--- src/rtl/sfr_defs.svh ---
// Purpose: Shared constants of the serial flash read path
// Assumes: Core clock of 250 MHz
// Notes:   Included by its bare name
`ifndef SFR_DEFS_SVH
`define SFR_DEFS_SVH

// Opcodes
`define SFR_OP_LEGACY_READ   8'hE8
`define SFR_OP_FAST_READ     8'h0B
`define SFR_OP_SLOW_READ     8'h03
`define SFR_OP_PAGE_READ     8'hD2

// Frame layout, in bits
`define SFR_OPCODE_BITS      6'h08
`define SFR_ADDR_BITS        6'h18
`define SFR_DUMMY_LONG_BITS  6'h20
`define SFR_DUMMY_SHORT_BITS 6'h08

// Address fields
`define SFR_PAGE_W           9
`define SFR_OFFSET_W         9
`define SFR_LAST_PAGE        9'h1FF
`define SFR_LAST_OFFSET_264  9'h107
`define SFR_LAST_OFFSET_256  9'h0FF

// Timing
`define SFR_CLK_PERIOD_NS        4
`define SFR_SCK_HALF_NS          80
`define SFR_SCK_HALF_CYC         ((`SFR_SCK_HALF_NS + `SFR_CLK_PERIOD_NS - 1) / `SFR_CLK_PERIOD_NS)
`define SFR_FAST_READ_CLOCK_LIMIT_MHZ 66
`define SFR_SLOW_READ_CLOCK_LIMIT_MHZ 33
`define SFR_CLK_MHZ              (1000 / `SFR_CLK_PERIOD_NS)
`define SFR_FAST_HALF_MIN_CYC    ((`SFR_CLK_MHZ + 2 * `SFR_FAST_READ_CLOCK_LIMIT_MHZ - 1) / \
                                  (2 * `SFR_FAST_READ_CLOCK_LIMIT_MHZ))
`define SFR_SLOW_HALF_MIN_CYC    ((`SFR_CLK_MHZ + 2 * `SFR_SLOW_READ_CLOCK_LIMIT_MHZ - 1) / \
                                  (2 * `SFR_SLOW_READ_CLOCK_LIMIT_MHZ))

// Data buffer
`define SFR_FIFO_WIDTH       8
`define SFR_FIFO_DEPTH       4

`endif

--- src/rtl/sfr_pkg.sv ---
// Purpose: Types and shared decode of the serial flash read path
// Assumes: sfr_defs.svh on the include path
// Notes:   No constants of its own; numbers live in the header
`default_nettype none
`include "sfr_defs.svh"

package sfr_pkg;

  typedef enum logic [2:0] {
    SFR_PH_IDLE,
    SFR_PH_CMD,
    SFR_PH_ADDR,
    SFR_PH_DUMMY,
    SFR_PH_DATA,
    SFR_PH_IGNORE
  } sfr_dev_phase_t;

  typedef enum logic [1:0] {
    SFR_HS_IDLE,
    SFR_HS_SHIFT,
    SFR_HS_DESEL
  } sfr_host_state_t;

  // Dummy bits that follow the address, per opcode
  function automatic logic [5:0] sfr_dummy_bits(input logic [7:0] op);
    unique case (op)
      `SFR_OP_LEGACY_READ,
      `SFR_OP_PAGE_READ:  sfr_dummy_bits = `SFR_DUMMY_LONG_BITS;
      `SFR_OP_FAST_READ:  sfr_dummy_bits = `SFR_DUMMY_SHORT_BITS;
      default:            sfr_dummy_bits = 6'h00;
    endcase
  endfunction : sfr_dummy_bits

  function automatic logic sfr_is_read(input logic [7:0] op);
    sfr_is_read = (op == `SFR_OP_LEGACY_READ) || (op == `SFR_OP_FAST_READ) ||
                  (op == `SFR_OP_SLOW_READ) || (op == `SFR_OP_PAGE_READ);
  endfunction : sfr_is_read

endpackage : sfr_pkg
`default_nettype wire

--- src/rtl/sfr_link_if.sv ---
// Purpose: Four-wire serial link plus reset pin between host and flash
// Assumes: Both ends on the same core clock, link clock sampled as data
// Notes:   Serial output idles high when nobody drives it
`timescale 1ns/1ps
`default_nettype none

interface sfr_link_if;
  logic cs_b;
  logic sck;
  logic si;
  logic so;
  logic so_oe;
  logic reset_b;
  logic so_line;

  // Resolved serial output as seen by the host
  assign so_line = so_oe ? so : 1'b1;

  modport device (
    input  cs_b,
    input  sck,
    input  si,
    input  reset_b,
    output so,
    output so_oe
  );

  modport host (
    output cs_b,
    output sck,
    output si,
    output reset_b,
    input  so_line
  );
endinterface : sfr_link_if
`default_nettype wire

--- src/rtl/sfr_fifo.sv ---
// Purpose: Small synchronous FIFO between array fetch and serializer
// Assumes: Single clock, synchronous active-low reset
// Notes:   Flush drops all entries in one cycle
`timescale 1ns/1ps
`default_nettype none
`include "sfr_defs.svh"

module sfr_fifo #(
  parameter int WIDTH = `SFR_FIFO_WIDTH,
  parameter int DEPTH = `SFR_FIFO_DEPTH
) (
  // Clock and reset
  input  wire logic             clk_i,
  input  wire logic             rst_b_i,
  input  wire logic             flush_i,
  // Fill side
  input  wire logic             in_valid_i,
  input  wire logic [WIDTH-1:0] in_data_i,
  output logic                  in_ready_o,
  // Drain side
  output logic                  out_valid_o,
  output logic      [WIDTH-1:0] out_data_o,
  input  wire logic             out_ready_i
);
  localparam int PW = (DEPTH > 1) ? $clog2(DEPTH) : 1;

  logic [WIDTH-1:0] mem_ff [DEPTH];
  logic [PW-1:0]    wr_ptr_ff;
  logic [PW-1:0]    rd_ptr_ff;
  logic [PW:0]      count_ff;
  logic             push;
  logic             pop;

  assign in_ready_o  = (count_ff < (PW+1)'(DEPTH));
  assign out_valid_o = (count_ff != '0);
  assign out_data_o  = mem_ff[rd_ptr_ff];
  assign push        = in_valid_i && in_ready_o;
  assign pop         = out_valid_o && out_ready_i;

  function automatic logic [PW-1:0] wrap_inc(input logic [PW-1:0] p);
    wrap_inc = (p == PW'(DEPTH - 1)) ? '0 : PW'(p + PW'(1));
  endfunction : wrap_inc

  always_ff @(posedge clk_i) begin
    if (push) begin
      mem_ff[wr_ptr_ff] <= in_data_i;
    end
  end

  always_ff @(posedge clk_i) begin
    if (!rst_b_i || flush_i) begin
      wr_ptr_ff <= '0;
      rd_ptr_ff <= '0;
      count_ff  <= '0;
    end else begin
      if (push) begin
        wr_ptr_ff <= wrap_inc(wr_ptr_ff);
      end
      if (pop) begin
        rd_ptr_ff <= wrap_inc(rd_ptr_ff);
      end
      if (push && !pop) begin
        count_ff <= (PW+1)'(count_ff + (PW+1)'(1));
      end else if (pop && !push) begin
        count_ff <= (PW+1)'(count_ff - (PW+1)'(1));
      end
    end
  end
endmodule : sfr_fifo
`default_nettype wire

--- src/rtl/sfr_device.sv ---
// Purpose: Flash end of the serial link: command decode and array read stream
// Assumes: Link pins sampled on clk_i; array read port answers one cycle after mem_rd_o
// Notes:   Buffer and program commands are not decoded; they are ignored until deselect
//
// Functional notes
// - Frame opens on select low, opcode, address
// - All fields travel most significant bit first
// - 264 mode: 9-bit page, 9-bit offset
// - 256 mode: upper 9 page, low 8 byte
// - E8H: address then four dummy bytes
// - 0BH: address then one dummy byte
// - 03H: address, data with no dummy
// - D2H: four dummy bytes, addressed page byte
// - Address counter advances, data stream unbroken
// - Page end continues into next page
// - Array end wraps to first page
// - Host keeps select low whole command
// - Select rising ends read, output released
// - Reads never alter the data buffer
// - Works in clock modes 0 and 3
// - Sample on rising, drive on falling
// - Reset pin low forces idle, holds
// - Page read wraps within same page
`timescale 1ns/1ps
`default_nettype none
`include "sfr_defs.svh"

module sfr_device (
  // Clock and reset
  input  wire logic                     clk_i,
  input  wire logic                     rst_b_i,
  // Serial link
  sfr_link_if.device                    link,
  // Page size select, high for 256-byte pages
  input  wire logic                     page_256_i,
  // Array read port
  output logic      [`SFR_PAGE_W-1:0]   mem_page_o,
  output logic      [`SFR_OFFSET_W-1:0] mem_offset_o,
  output logic                          mem_rd_o,
  input  wire logic [7:0]               mem_data_i,
  // Status
  output logic                          busy_o
);
  localparam int PIN_N = 4;

  // Two-flop synchronisers for cs_b, sck, si, reset_b
  logic [PIN_N-1:0] meta_ff;
  logic [PIN_N-1:0] sync_ff;
  logic [PIN_N-1:0] pins;
  logic             sck_d_ff;
  logic             cs_d_ff;

  assign pins = {link.reset_b, link.si, link.sck, link.cs_b};

  generate
    for (genvar g = 0; g < PIN_N; g++) begin : g_sync
      always_ff @(posedge clk_i) begin
        if (!rst_b_i) begin
          meta_ff[g] <= 1'b1;
          sync_ff[g] <= 1'b1;
        end else begin
          meta_ff[g] <= pins[g];
          sync_ff[g] <= meta_ff[g];
        end
      end
    end
  endgenerate

  logic cs_b_s;
  logic sck_s;
  logic si_s;
  logic reset_b_s;
  logic sck_rise;
  logic sck_fall;
  logic cs_fall;
  logic abort;

  assign cs_b_s    = sync_ff[0];
  assign sck_s     = sync_ff[1];
  assign si_s      = sync_ff[2];
  assign reset_b_s = sync_ff[3];

  always_ff @(posedge clk_i) begin
    if (!rst_b_i) begin
      sck_d_ff <= 1'b0;
      cs_d_ff  <= 1'b1;
    end else begin
      sck_d_ff <= sck_s;
      cs_d_ff  <= cs_b_s;
    end
  end

  assign sck_rise = sck_s && !sck_d_ff;
  assign sck_fall = !sck_s && sck_d_ff;
  assign cs_fall  = cs_d_ff && !cs_b_s;
  // Deselect or reset pin ends everything
  assign abort    = cs_b_s || !reset_b_s;

  // Address decode for both page sizes
  function automatic logic [17:0] split_addr(input logic [23:0] a, input logic p256);
    if (p256) begin
      split_addr = {a[16:8], 1'b0, a[7:0]};
    end else begin
      split_addr = {a[17:9], a[8:0]};
    end
  endfunction : split_addr

  function automatic logic [17:0] next_addr(input logic [17:0] pa, input logic p256,
                                            input logic cont);
    logic [8:0] last;
    last = p256 ? `SFR_LAST_OFFSET_256 : `SFR_LAST_OFFSET_264;
    if (pa[8:0] >= last) begin
      if (cont) begin
        // Last page rolls to page 0 by width
        next_addr = {9'(pa[17:9] + 9'h001), 9'h000};
      end else begin
        next_addr = {pa[17:9], 9'h000};
      end
    end else begin
      next_addr = {pa[17:9], 9'(pa[8:0] + 9'h001)};
    end
  endfunction : next_addr

  // Command phase tracking
  sfr_pkg::sfr_dev_phase_t phase_ff;
  logic [5:0]              bit_cnt_ff;
  logic [7:0]              op_ff;
  logic [22:0]             addr_ff;
  logic [5:0]              dummy_ff;
  logic                    cont_ff;
  logic                    load_ev;
  logic [7:0]              nxt_op;
  logic [23:0]             nxt_addr;

  assign nxt_op   = {op_ff[6:0], si_s};
  assign nxt_addr = {addr_ff, si_s};
  assign load_ev  = sck_rise && (phase_ff == sfr_pkg::SFR_PH_ADDR) &&
                    (bit_cnt_ff == `SFR_ADDR_BITS - 6'h01);

  always_ff @(posedge clk_i) begin
    if (!rst_b_i || abort) begin
      phase_ff   <= sfr_pkg::SFR_PH_IDLE;
      bit_cnt_ff <= '0;
      op_ff      <= '0;
      addr_ff    <= '0;
      dummy_ff   <= '0;
      cont_ff    <= 1'b0;
    end else begin
      unique case (phase_ff)
        sfr_pkg::SFR_PH_IDLE: begin
          if (cs_fall) begin
            phase_ff   <= sfr_pkg::SFR_PH_CMD;
            bit_cnt_ff <= '0;
          end
        end
        sfr_pkg::SFR_PH_CMD: begin
          // Leading fall in mode 3 is not counted
          if (sck_rise) begin
            op_ff      <= nxt_op;
            bit_cnt_ff <= 6'(bit_cnt_ff + 6'h01);
            if (bit_cnt_ff == `SFR_OPCODE_BITS - 6'h01) begin
              bit_cnt_ff <= '0;
              dummy_ff   <= sfr_pkg::sfr_dummy_bits(nxt_op);
              cont_ff    <= (nxt_op != `SFR_OP_PAGE_READ);
              phase_ff   <= sfr_pkg::sfr_is_read(nxt_op) ? sfr_pkg::SFR_PH_ADDR
                                                         : sfr_pkg::SFR_PH_IGNORE;
            end
          end
        end
        sfr_pkg::SFR_PH_ADDR: begin
          if (sck_rise) begin
            addr_ff    <= nxt_addr[22:0];
            bit_cnt_ff <= 6'(bit_cnt_ff + 6'h01);
            if (load_ev) begin
              bit_cnt_ff <= '0;
              phase_ff   <= (dummy_ff == 6'h00) ? sfr_pkg::SFR_PH_DATA
                                                : sfr_pkg::SFR_PH_DUMMY;
            end
          end
        end
        sfr_pkg::SFR_PH_DUMMY: begin
          if (sck_rise) begin
            bit_cnt_ff <= 6'(bit_cnt_ff + 6'h01);
            if (bit_cnt_ff == 6'(dummy_ff - 6'h01)) begin
              phase_ff <= sfr_pkg::SFR_PH_DATA;
            end
          end
        end
        sfr_pkg::SFR_PH_DATA,
        sfr_pkg::SFR_PH_IGNORE: begin
          // Held until deselect
        end
      endcase
    end
  end

  // Array fetch into the FIFO, one request in flight
  logic [17:0] fetch_pa_ff;
  logic        mem_rd_ff;
  logic        rd_q_ff;
  logic        fifo_in_ready;
  logic        fifo_out_valid;
  logic [7:0]  fifo_out_data;
  logic        pop;
  logic        fetch_en;
  logic        busy_ff;

  assign fetch_en = (phase_ff == sfr_pkg::SFR_PH_DUMMY) || (phase_ff == sfr_pkg::SFR_PH_DATA);

  always_ff @(posedge clk_i) begin
    if (!rst_b_i || abort) begin
      mem_rd_ff   <= 1'b0;
      rd_q_ff     <= 1'b0;
      fetch_pa_ff <= '0;
    end else begin
      rd_q_ff   <= mem_rd_ff;
      mem_rd_ff <= fetch_en && !mem_rd_ff && !rd_q_ff && fifo_in_ready;
      if (load_ev) begin
        fetch_pa_ff <= split_addr(nxt_addr, page_256_i);
      end else if (mem_rd_ff) begin
        fetch_pa_ff <= next_addr(fetch_pa_ff, page_256_i, cont_ff);
      end
    end
  end

  // Read-only port: buffer contents never touched
  assign mem_rd_o     = mem_rd_ff;
  assign mem_page_o   = fetch_pa_ff[17:9];
  assign mem_offset_o = fetch_pa_ff[8:0];

  sfr_fifo #(
    .WIDTH(`SFR_FIFO_WIDTH),
    .DEPTH(`SFR_FIFO_DEPTH)
  ) u_fifo (
    .clk_i       (clk_i),
    .rst_b_i     (rst_b_i),
    .flush_i     (abort),
    .in_valid_i  (rd_q_ff),
    .in_data_i   (mem_data_i),
    .in_ready_o  (fifo_in_ready),
    .out_valid_o (fifo_out_valid),
    .out_data_o  (fifo_out_data),
    .out_ready_i (pop)
  );

  // Serializer drives on falling edges only
  logic       so_ff;
  logic       so_oe_ff;
  logic [6:0] tx_sh_ff;
  logic [2:0] tx_cnt_ff;

  assign pop = sck_fall && (phase_ff == sfr_pkg::SFR_PH_DATA) && (tx_cnt_ff == 3'h0) &&
               fifo_out_valid;

  always_ff @(posedge clk_i) begin
    if (!rst_b_i || abort) begin
      so_oe_ff  <= 1'b0;
      so_ff     <= 1'b0;
      tx_sh_ff  <= '0;
      tx_cnt_ff <= '0;
    end else if (sck_fall && (phase_ff == sfr_pkg::SFR_PH_DATA)) begin
      so_oe_ff <= 1'b1;
      if (tx_cnt_ff == 3'h0) begin
        // Underrun cannot occur at link rates; hold the line if it did
        if (fifo_out_valid) begin
          so_ff     <= fifo_out_data[7];
          tx_sh_ff  <= fifo_out_data[6:0];
          tx_cnt_ff <= 3'h1;
        end
      end else begin
        so_ff     <= tx_sh_ff[6];
        tx_sh_ff  <= {tx_sh_ff[5:0], 1'b0};
        tx_cnt_ff <= 3'(tx_cnt_ff + 3'h1);
      end
    end
  end

  always_ff @(posedge clk_i) begin
    if (!rst_b_i) begin
      busy_ff <= 1'b0;
    end else begin
      busy_ff <= (phase_ff != sfr_pkg::SFR_PH_IDLE);
    end
  end

  assign link.so    = so_ff;
  assign link.so_oe = so_oe_ff;
  assign busy_o     = busy_ff;
endmodule : sfr_device
`default_nettype wire

--- src/flat_wrapper.sv ---
// flat-port wrapper written by rule: the top's interface ports become plain ports
module sfr_device_flat 
  (clk_i, rst_b_i, page_256_i, mem_page_o, mem_offset_o, mem_rd_o, mem_data_i, busy_o, link_cs_b, link_sck, link_si, link_reset_b, link_so, link_so_oe);
  sfr_link_if link_i ();
  input  wire logic clk_i;
  input  wire logic rst_b_i;
  input  wire logic page_256_i;
  output logic      [`SFR_PAGE_W-1:0] mem_page_o;
  output logic      [`SFR_OFFSET_W-1:0] mem_offset_o;
  output logic mem_rd_o;
  input  wire logic [7:0] mem_data_i;
  output logic busy_o;
  input wire logic [$bits(link_i.cs_b)-1:0] link_cs_b;
  input wire logic [$bits(link_i.sck)-1:0] link_sck;
  input wire logic [$bits(link_i.si)-1:0] link_si;
  input wire logic [$bits(link_i.reset_b)-1:0] link_reset_b;
  output wire logic [$bits(link_i.so)-1:0] link_so;
  output wire logic [$bits(link_i.so_oe)-1:0] link_so_oe;
  assign link_i.cs_b = link_cs_b;
  assign link_i.sck = link_sck;
  assign link_i.si = link_si;
  assign link_i.reset_b = link_reset_b;
  assign link_so = link_i.so;
  assign link_so_oe = link_i.so_oe;
  sfr_device u_core (.clk_i(clk_i), .rst_b_i(rst_b_i), .link(link_i), .page_256_i(page_256_i), .mem_page_o(mem_page_o), .mem_offset_o(mem_offset_o), .mem_rd_o(mem_rd_o), .mem_data_i(mem_data_i), .busy_o(busy_o));
endmodule
--- config.mk ---
export PLATFORM = sky130hd
export DESIGN_NAME = sfr_device_flat
export DESIGN_NICKNAME = d
export VERILOG_FILES = /design/src/rtl/sfr_pkg.sv /design/src/rtl/sfr_link_if.sv /design/src/rtl/sfr_fifo.sv /design/src/rtl/sfr_device.sv /design/src/flat_wrapper.sv
export VERILOG_INCLUDE_DIRS = /design/src /design/src/rtl
export SDC_FILE = /design/constraint.sdc
export NUM_CORES = 1
export LEC_CHECK = 0
export ABC_AREA = 0
export BUFFER_PORTS_ARGS = -buffer_cell sky130_fd_sc_hd__buf_4
export CAP_MARGIN = 20
export CORE_ASPECT_RATIO = 1.1
export CORE_UTILIZATION = 55
export DETAILED_ROUTE_END_ITERATION = 8
export PLACE_DENSITY = 0.84
export SYNTH_ARGS = -nofsm -noshare
export SYNTH_HDL_FRONTEND = slang
export SYNTH_SLANG_ARGS = --single-unit
--- constraint.sdc ---
create_clock -name clk_i -period 7 [get_ports clk_i]
set_input_delay 1.75 -clock clk_i [delete_from_list [all_inputs] [get_ports clk_i]]
set_output_delay 1.75 -clock clk_i [all_outputs]
set_load 0.05 [all_outputs]
**After elaboration in Yosys (flattened, before gate mapping)**

Memories as Yosys holds them, arrays and structs flattened. A register that Yosys moved wholly into a read port is not among the register bits.
Cells that the tools add are included.

- Input port bits: 15
- Memories: 1
- Latch bits: 0
- Output and inout bits: 22
- Logic and storage cells: 148
- Bits in read-only memories: 0
- Bits in writable memories: 32
- Register bits after elaboration: 90

Memories:

| name | depth | bits a word | rd ports | clocked after memory_dff | wr ports | RTL line | text |
|---|---|---|---|---|---|---|---|
| u_core.u_fifo.mem_ff | 4 | 8 | 1 | 1 | 1 | sfr_fifo.sv:27 | `logic [WIDTH-1:0] mem_ff [DEPTH];` |

- Equal/unequal tests: 22
- Add/subtract/negate cells: 9
- Mux-type cells: 38
- $lt $le $gt $ge: 2
- Reduce and logical (&&, ||, !) cells: 48
- Multiply operators: 0
- Div/mod/pow operators: 0
- Bitwise operators: 0
- Shifts and indexed selects: 0

Operators with widths:

| operator | number |
|---|---|
| $mux 18 | 5 |
| $mux 3 | 13 |
| $mux 6 | 6 |
| $pmux 6 s4 | 1 |
| $add 9x1->9 const B | 2 |
| $eq 8x8->1 const B | 2 |
| $ne 2x1->1 const B | 8 |
| $logic_and 1x1->1 | 15 |
| $mux 7 | 2 |
| $pmux 3 s4 | 1 |
| $pmux 6 s2 | 1 |
| $ge 9x9->1 | 1 |
| $logic_not 1->1 | 9 |
| $mux 9 | 1 |
| $eq 8x2->1 const B | 1 |
| $eq 8x4->1 const B | 1 |
| $mux 2 | 4 |
| $ne 8x8->1 const B | 1 |
| $reduce_and 8->1 | 1 |
| $reduce_bool 2->1 | 4 |
| $add 3x1->3 const B | 2 |
| $add 6x1->6 const B | 1 |
| $eq 3x2->1 const B | 2 |
| $eq 6x3->1 const B | 1 |
| 19 further kinds | 34 |

**Depth between registers and ports, before layout**

- Depth in word-level cells: 9
- Depth in mapped cells: 12
- Depth with buffers taken out: 11

**Modules after synthesis**

A second synthesis with hierarchy kept.

- Cells, all modules: 579
- Area total of the unflattened synthesis: 5646.7 µm²

By module, submodules not included:

| module | seq. area each (µm²) | cells each | area an instance (µm²) | instances |
|---|---|---|---|---|
| sfr_device | 1581.5 | 490 | 4017.6 | 1 |
| sfr_fifo | 1141.1 | 89 | 1629.1 | 1 |

**Worst setup path before layout**

Ideal clock, no wire load.

- Kind: input -> register
- Start point: input page_256_i
- End point: register u_core.fetch_pa_ff[15]
- Data arrival time: 3.820 ns
- Setup slack: 3.105 ns
- Stages on the path: 8
- Buffers on the path: 1
- Required time: 6.926 ns
- Library setup time: 0.074 ns
- Path through: clkbuf_1 > inv_1 > ha_1 > a21oi_1 > o21ai_1 > a32oi_1 > or4_1 > a31oi_1

- Longest elaborated chain between the ends: 4
- Elaborated cells on any way between the ends: 6
- Classes of those cells: 1 x order compare; 3 x mux; 2 x reduce/logical

RTL lines:

| item | RTL line | text |
|---|---|---|
| start: declaration | flat_wrapper.sv:7 | `input wire logic page_256_i;` |
| $mux 9 (no source line) | -- |  |
| $ge 9x9->1 | sfr_device.sv:112 | `if (pa[8:0] >= last) begin` |
| $reduce_bool 2->1 (no source line) | -- |  |
| $reduce_and 3->1 (no source line) | -- |  |
| end signal: assignment | sfr_device.sv:219 | `fetch_pa_ff <= split_addr(nxt_addr, page_256_i);` |
| end signal: assignment | sfr_device.sv:221 | `fetch_pa_ff <= next_addr(fetch_pa_ff, page_256_i, cont_ff);` |
| end: declaration | sfr_device.sv:198 | `logic [17:0] fetch_pa_ff;` |

Parallel ways exist; a longest one is shown, timed or not.
A chain may end at the register's enable or synchronous reset.

**Worst setup path in the final report**

Same ends and word-level chain as after synthesis.

==> impl_metrics.csv <==
group,metric,value,unit
global_route,grt_max_degree,57,
floorplanning,ios,37,
worst_setup_path,rr_startpoint,"u_core.tx_cnt_ff[0]",
floorplanning,initial_core_util,0.5743,
synthesis,netlist.area_leader.share,0.3217,
global_route,grt_overflow,0,
route,wl_per_cell,15.68,um
synthesis,synth.avg_cell_area,10.18,um2
route,vias,4175,
sta,slew_headroom,0.2713,
cells_and_area,final_nets,600,
placement,place_congestion,0.8736,
synthesis,synthCells,538,
sta,setup-tns-final,0,ps
route,first_iter_violations,180,
worst_setup_path,cp.depth,8,
worst_setup_path,required,7450,ps
worst_setup_path,worstSetupPathType,"primary input to flip-flop",
power_and_ir_drop,power,1578,uW
power_and_ir_drop,net-switching-power,389.7,uW
placement,dpl.hpwl,7.305,mm
synthesis,synth_cell_types,60,
clock_network,cts.clk_slew.worst_paths,70,ps
placement,portBuffers,36,
sta,holdWs,412.2,ps
sta,fmax,271.6,MHz
sta,skew,7.526,ps
synthesis,synth_top_area_cell,"dfxtp_1",
route,vias_per_cell,5.999,
floorplanning,die-area,10360,um2
clock_network,numCtsBuffers,17,
global_route,grt_pass1_wl,18.40,mm
worst_setup_path,crit_slowest_cell,"or4_1",
worst_setup_path,cp_max_fo,16,
clock_network,ctsResizeCount,0,
power_and_ir_drop,combPwrFrac,0.016,
min_path,hold_class,"flip-flop to flip-flop",
synthesis,syn_area,5477,um2
synthesis,yosysSeqAreaShare,0.4971,
global_route,grt_pass1_vias,4062,
clock_network,root_buffer,"clkbuf_8",
sta,tightest_slew,1093,ps
sta,slew_violations,0,
route,post-route-drc-count,0,
clock_network,clockBufferDepth,2,
cells_and_area,n_antenna_cell,0,
route,first_pass_iters,4,
clock_network,hold_buffers,0,
floorplanning,rows,37,
worst_setup_path,rr_endpoint,"u_core.u_fifo.count_ff[2]",
power_and_ir_drop,clkPwrFrac,0.530,
run_status,status,"finished, final reports clean",
route,antenna_left,0,
route,drt-total-wl,10.92,mm
power_and_ir_drop,powerDensity,247.5,nW/um2
sta,rsz0062_at_grt,"false",
sta,finalSetupViolations,0,
synthesis,synthTopCellsByArea,"dfxtp_1 32%, edfxtp_1 18%, mux2i_1 5.5%",
worst_setup_path,crit_buf_inv,2,
clock_network,htreeDepth,4,
floorplanning,core_area,9537,um2
synthesis,synthesis.nets,572,
cells_and_area,synthToLayoutAreaGrowth,16.45,%
synthesis,synth_edf_count,32,
worst_setup_path,crit_family,"compound AO/OA/AOI/OAI gates",
synthesis,synthArstFlopShare,0,
clock_network,post_cts_buffers,0,
global_route,antenna_found_initial,0,
synthesis,ys_warn_count,0,
floorplanning,die_w,97.14,um
cells_and_area,drive_gt1_frac,0.1658,
synthesis,ys_seq_elements,120,
worst_setup_path,crit_path_end,"u_core.fetch_pa_ff[15]",
worst_setup_path,worstPathCellList,"buf_4, inv_1, ha_1, a21oi_1, o21ai_1, a32oi_1, or4_1, a31oi_1",
run,cap_violations,0,
worst_setup_path,cp-end-kind,"flip-flop",
synthesis,synthFlopType,"dfxtp_1",
power_and_ir_drop,p_seq_frac,0.453,
floorplanning,die_h,106.7,um
clock_network,cts_tree,"done",
power_and_ir_drop,switching_share,0.2469,
sta,fin_crit,3682,ps
worst_setup_path,startpoint_type,"primary input",
power_and_ir_drop,leakage,0.002341,uW
power_and_ir_drop,peakVddDrop,0.0001640,V
worst_setup_path,reg2reg_slack,3950,ps
worst_setup_path,cp-startpoint,"page_256_i",
power_and_ir_drop,p_int,1189,uW
global_route,grt_usage,0.2219,
clock_network,cts_sinks,120,
clock_network,clock_latency,520,ps
worst_setup_path,ff2ff_path_depth,11,
worst_setup_path,arrival,4140,ps
sta,hold_viol,0,
worst_setup_path,crit_path_max_incr_delay,650,ps
sta,finalCritPeriodShare,0.5259,
state kept, by name (all words and copies together), names as in the netlist, 3 cells and up, named ones only:
| register | count |
|---|---|
| u_core.u_fifo.mem_ff | 32 |
| u_core.fetch_pa_ff | 18 |
| u_core.addr_ff | 17 |
| u_core.op_ff | 7 |
| u_core.tx_sh_ff | 7 |
| u_core.bit_cnt_ff | 6 |
| u_core.meta_ff | 4 |
| u_core.phase_ff | 3 |
| u_core.tx_cnt_ff | 3 |
| u_core.u_fifo.count_ff | 3 |
layout make-up:
cell class,instances,area [um2]
Clock buffer,17,414.1
Clock inverter,15,170.2
Fill cell,728,3159
Inverter,16,60.06
Multi-Input combinational cell,372,2571
Sequential cell,120,2723
Tap cell,117,146.4
Timing Repair Buffer,39,292.8
Yosys cell counts, types with 5 or more instances:
| cell type | n |
|---|---|
| a211oi_1 | 14 |
| and2_1 | 6 |
| buf_2 | 5 |
| or3_1 | 6 |
| mux2i_1 | 30 |
| o21ai_0 | 35 |
| mux4_2 | 8 |
| or4_1 | 7 |
| nor3_1 | 6 |
| o31ai_1 | 5 |
| a21oi_1 | 24 |
| mux2_2 | 10 |
| a31oi_1 | 14 |
| nand2b_1 | 12 |
| ha_1 | 18 |
| inv_1 | 16 |
| dfxtp_1 | 88 |
| clkbuf_1 | 21 |
| nor2_1 | 59 |
| nand3_1 | 19 |
| nand2_1 | 36 |
| nand4b_1 | 5 |
| edfxtp_1 | 32 |
kinds of logic (layout without fill, tap and decap cells):
kind of cell    after synthesis  after routing  synth area share
buf+inv                      46             87           0.03336
simple gates                185            185            0.1757
fa+ha+maj                    19             19           0.04478
compound gates              115            115            0.1327
mux                          48             48            0.1083
flops                       120            120            0.4971
xor+xnor                      5              5          0.007996
through the flow:
step	cell area, um2	cells	setup WS, ps	utilization
2_1_floorplan	5477	538	3105	-
3_3_place_gp	5786	663	2968	0.6067
3_5_place_dp	5786	663	2828	0.6067
4_1_cts	6370	695	3375	0.6679
5_1_grt	6377	696	3181	0.6687
6_report	6377	696	3318	0.6687
worst min path at each step:
stage               cells past startpoint  slack [ps]                to         startpoint
floorplan                               1         390     u_core.cs_b_s  u_core.meta_ff[0]
global placement                        1         390      u_core.sck_s  u_core.meta_ff[1]
detailed placement                      1         400  u_core.reset_b_s  u_core.meta_ff[3]
CTS                                     1         410  u_core.reset_b_s  u_core.meta_ff[3]
global route                            1         440  u_core.reset_b_s  u_core.meta_ff[3]
finish                                  1         410  u_core.reset_b_s  u_core.meta_ff[3]
worst reg2reg max path, stage by stage (launching register included):
cell     delay (ps)
dfxtp_1         340
inv_1            70
ha_1            170
nor2b_1         830
nor3b_2         470
inv_1            80
ha_1            210
inv_1            90
fa_1            190
xor2_1           80
or3_1           310
a21oi_1         140
power groups by stage:
stage | Sequential [uW] | Combinational [uW] | Clock, uW
after floorplan | 730 | 14.8 | 0
after global placement | 731 | 24.4 | 0
after detailed placement | 731 | 25.6 | 0
final | 716 | 25.8 | 837
after CTS | 716 | 25.7 | 847
after global routing | 715 | 28.4 | 880
routing by layer:
| layer | GRT usage | part of all wire | wire [um] |
|---|---|---|---|
| met3 | 0.05215 | 0.048 | 523 |
| met5 | 0 | 0 | 0 |
| met1 | 0.2598 | 0.42 | 4639 |
| met2 | 0.3848 | 0.51 | 5565 |
| met4 | 0.1055 | 0.017 | 187 |
layout by cell type, fill, tap and decap left out, types with 3 or more instances in the layout:
master      n
ha_1       18
inv_8       7
buf_4      39
dfxtp_1    88
mux2_2     10
a31oi_1    14
a21oi_1    24
mux2i_1    30
clkbuf_16  16
a311oi_1    3
o31ai_1     5
nor3b_1     3
or3_1       6
o21ai_0    35
and2_1      6
clkinv_8    3
inv_1      16
or4_1       7
a221oi_1    3
nor4bb_1    4
nor2_1     59
nand3_1    19
edfxtp_1   32
nand4b_1    5
xor2_1      4
nor3_1      6
nand2_1    36
mux4_2      8
a211oi_1   14
nor2b_1     4
nand4_1     4
inv_6       3
nand2b_1   12
No activity file was read; power rests on OpenSTA's default activity.
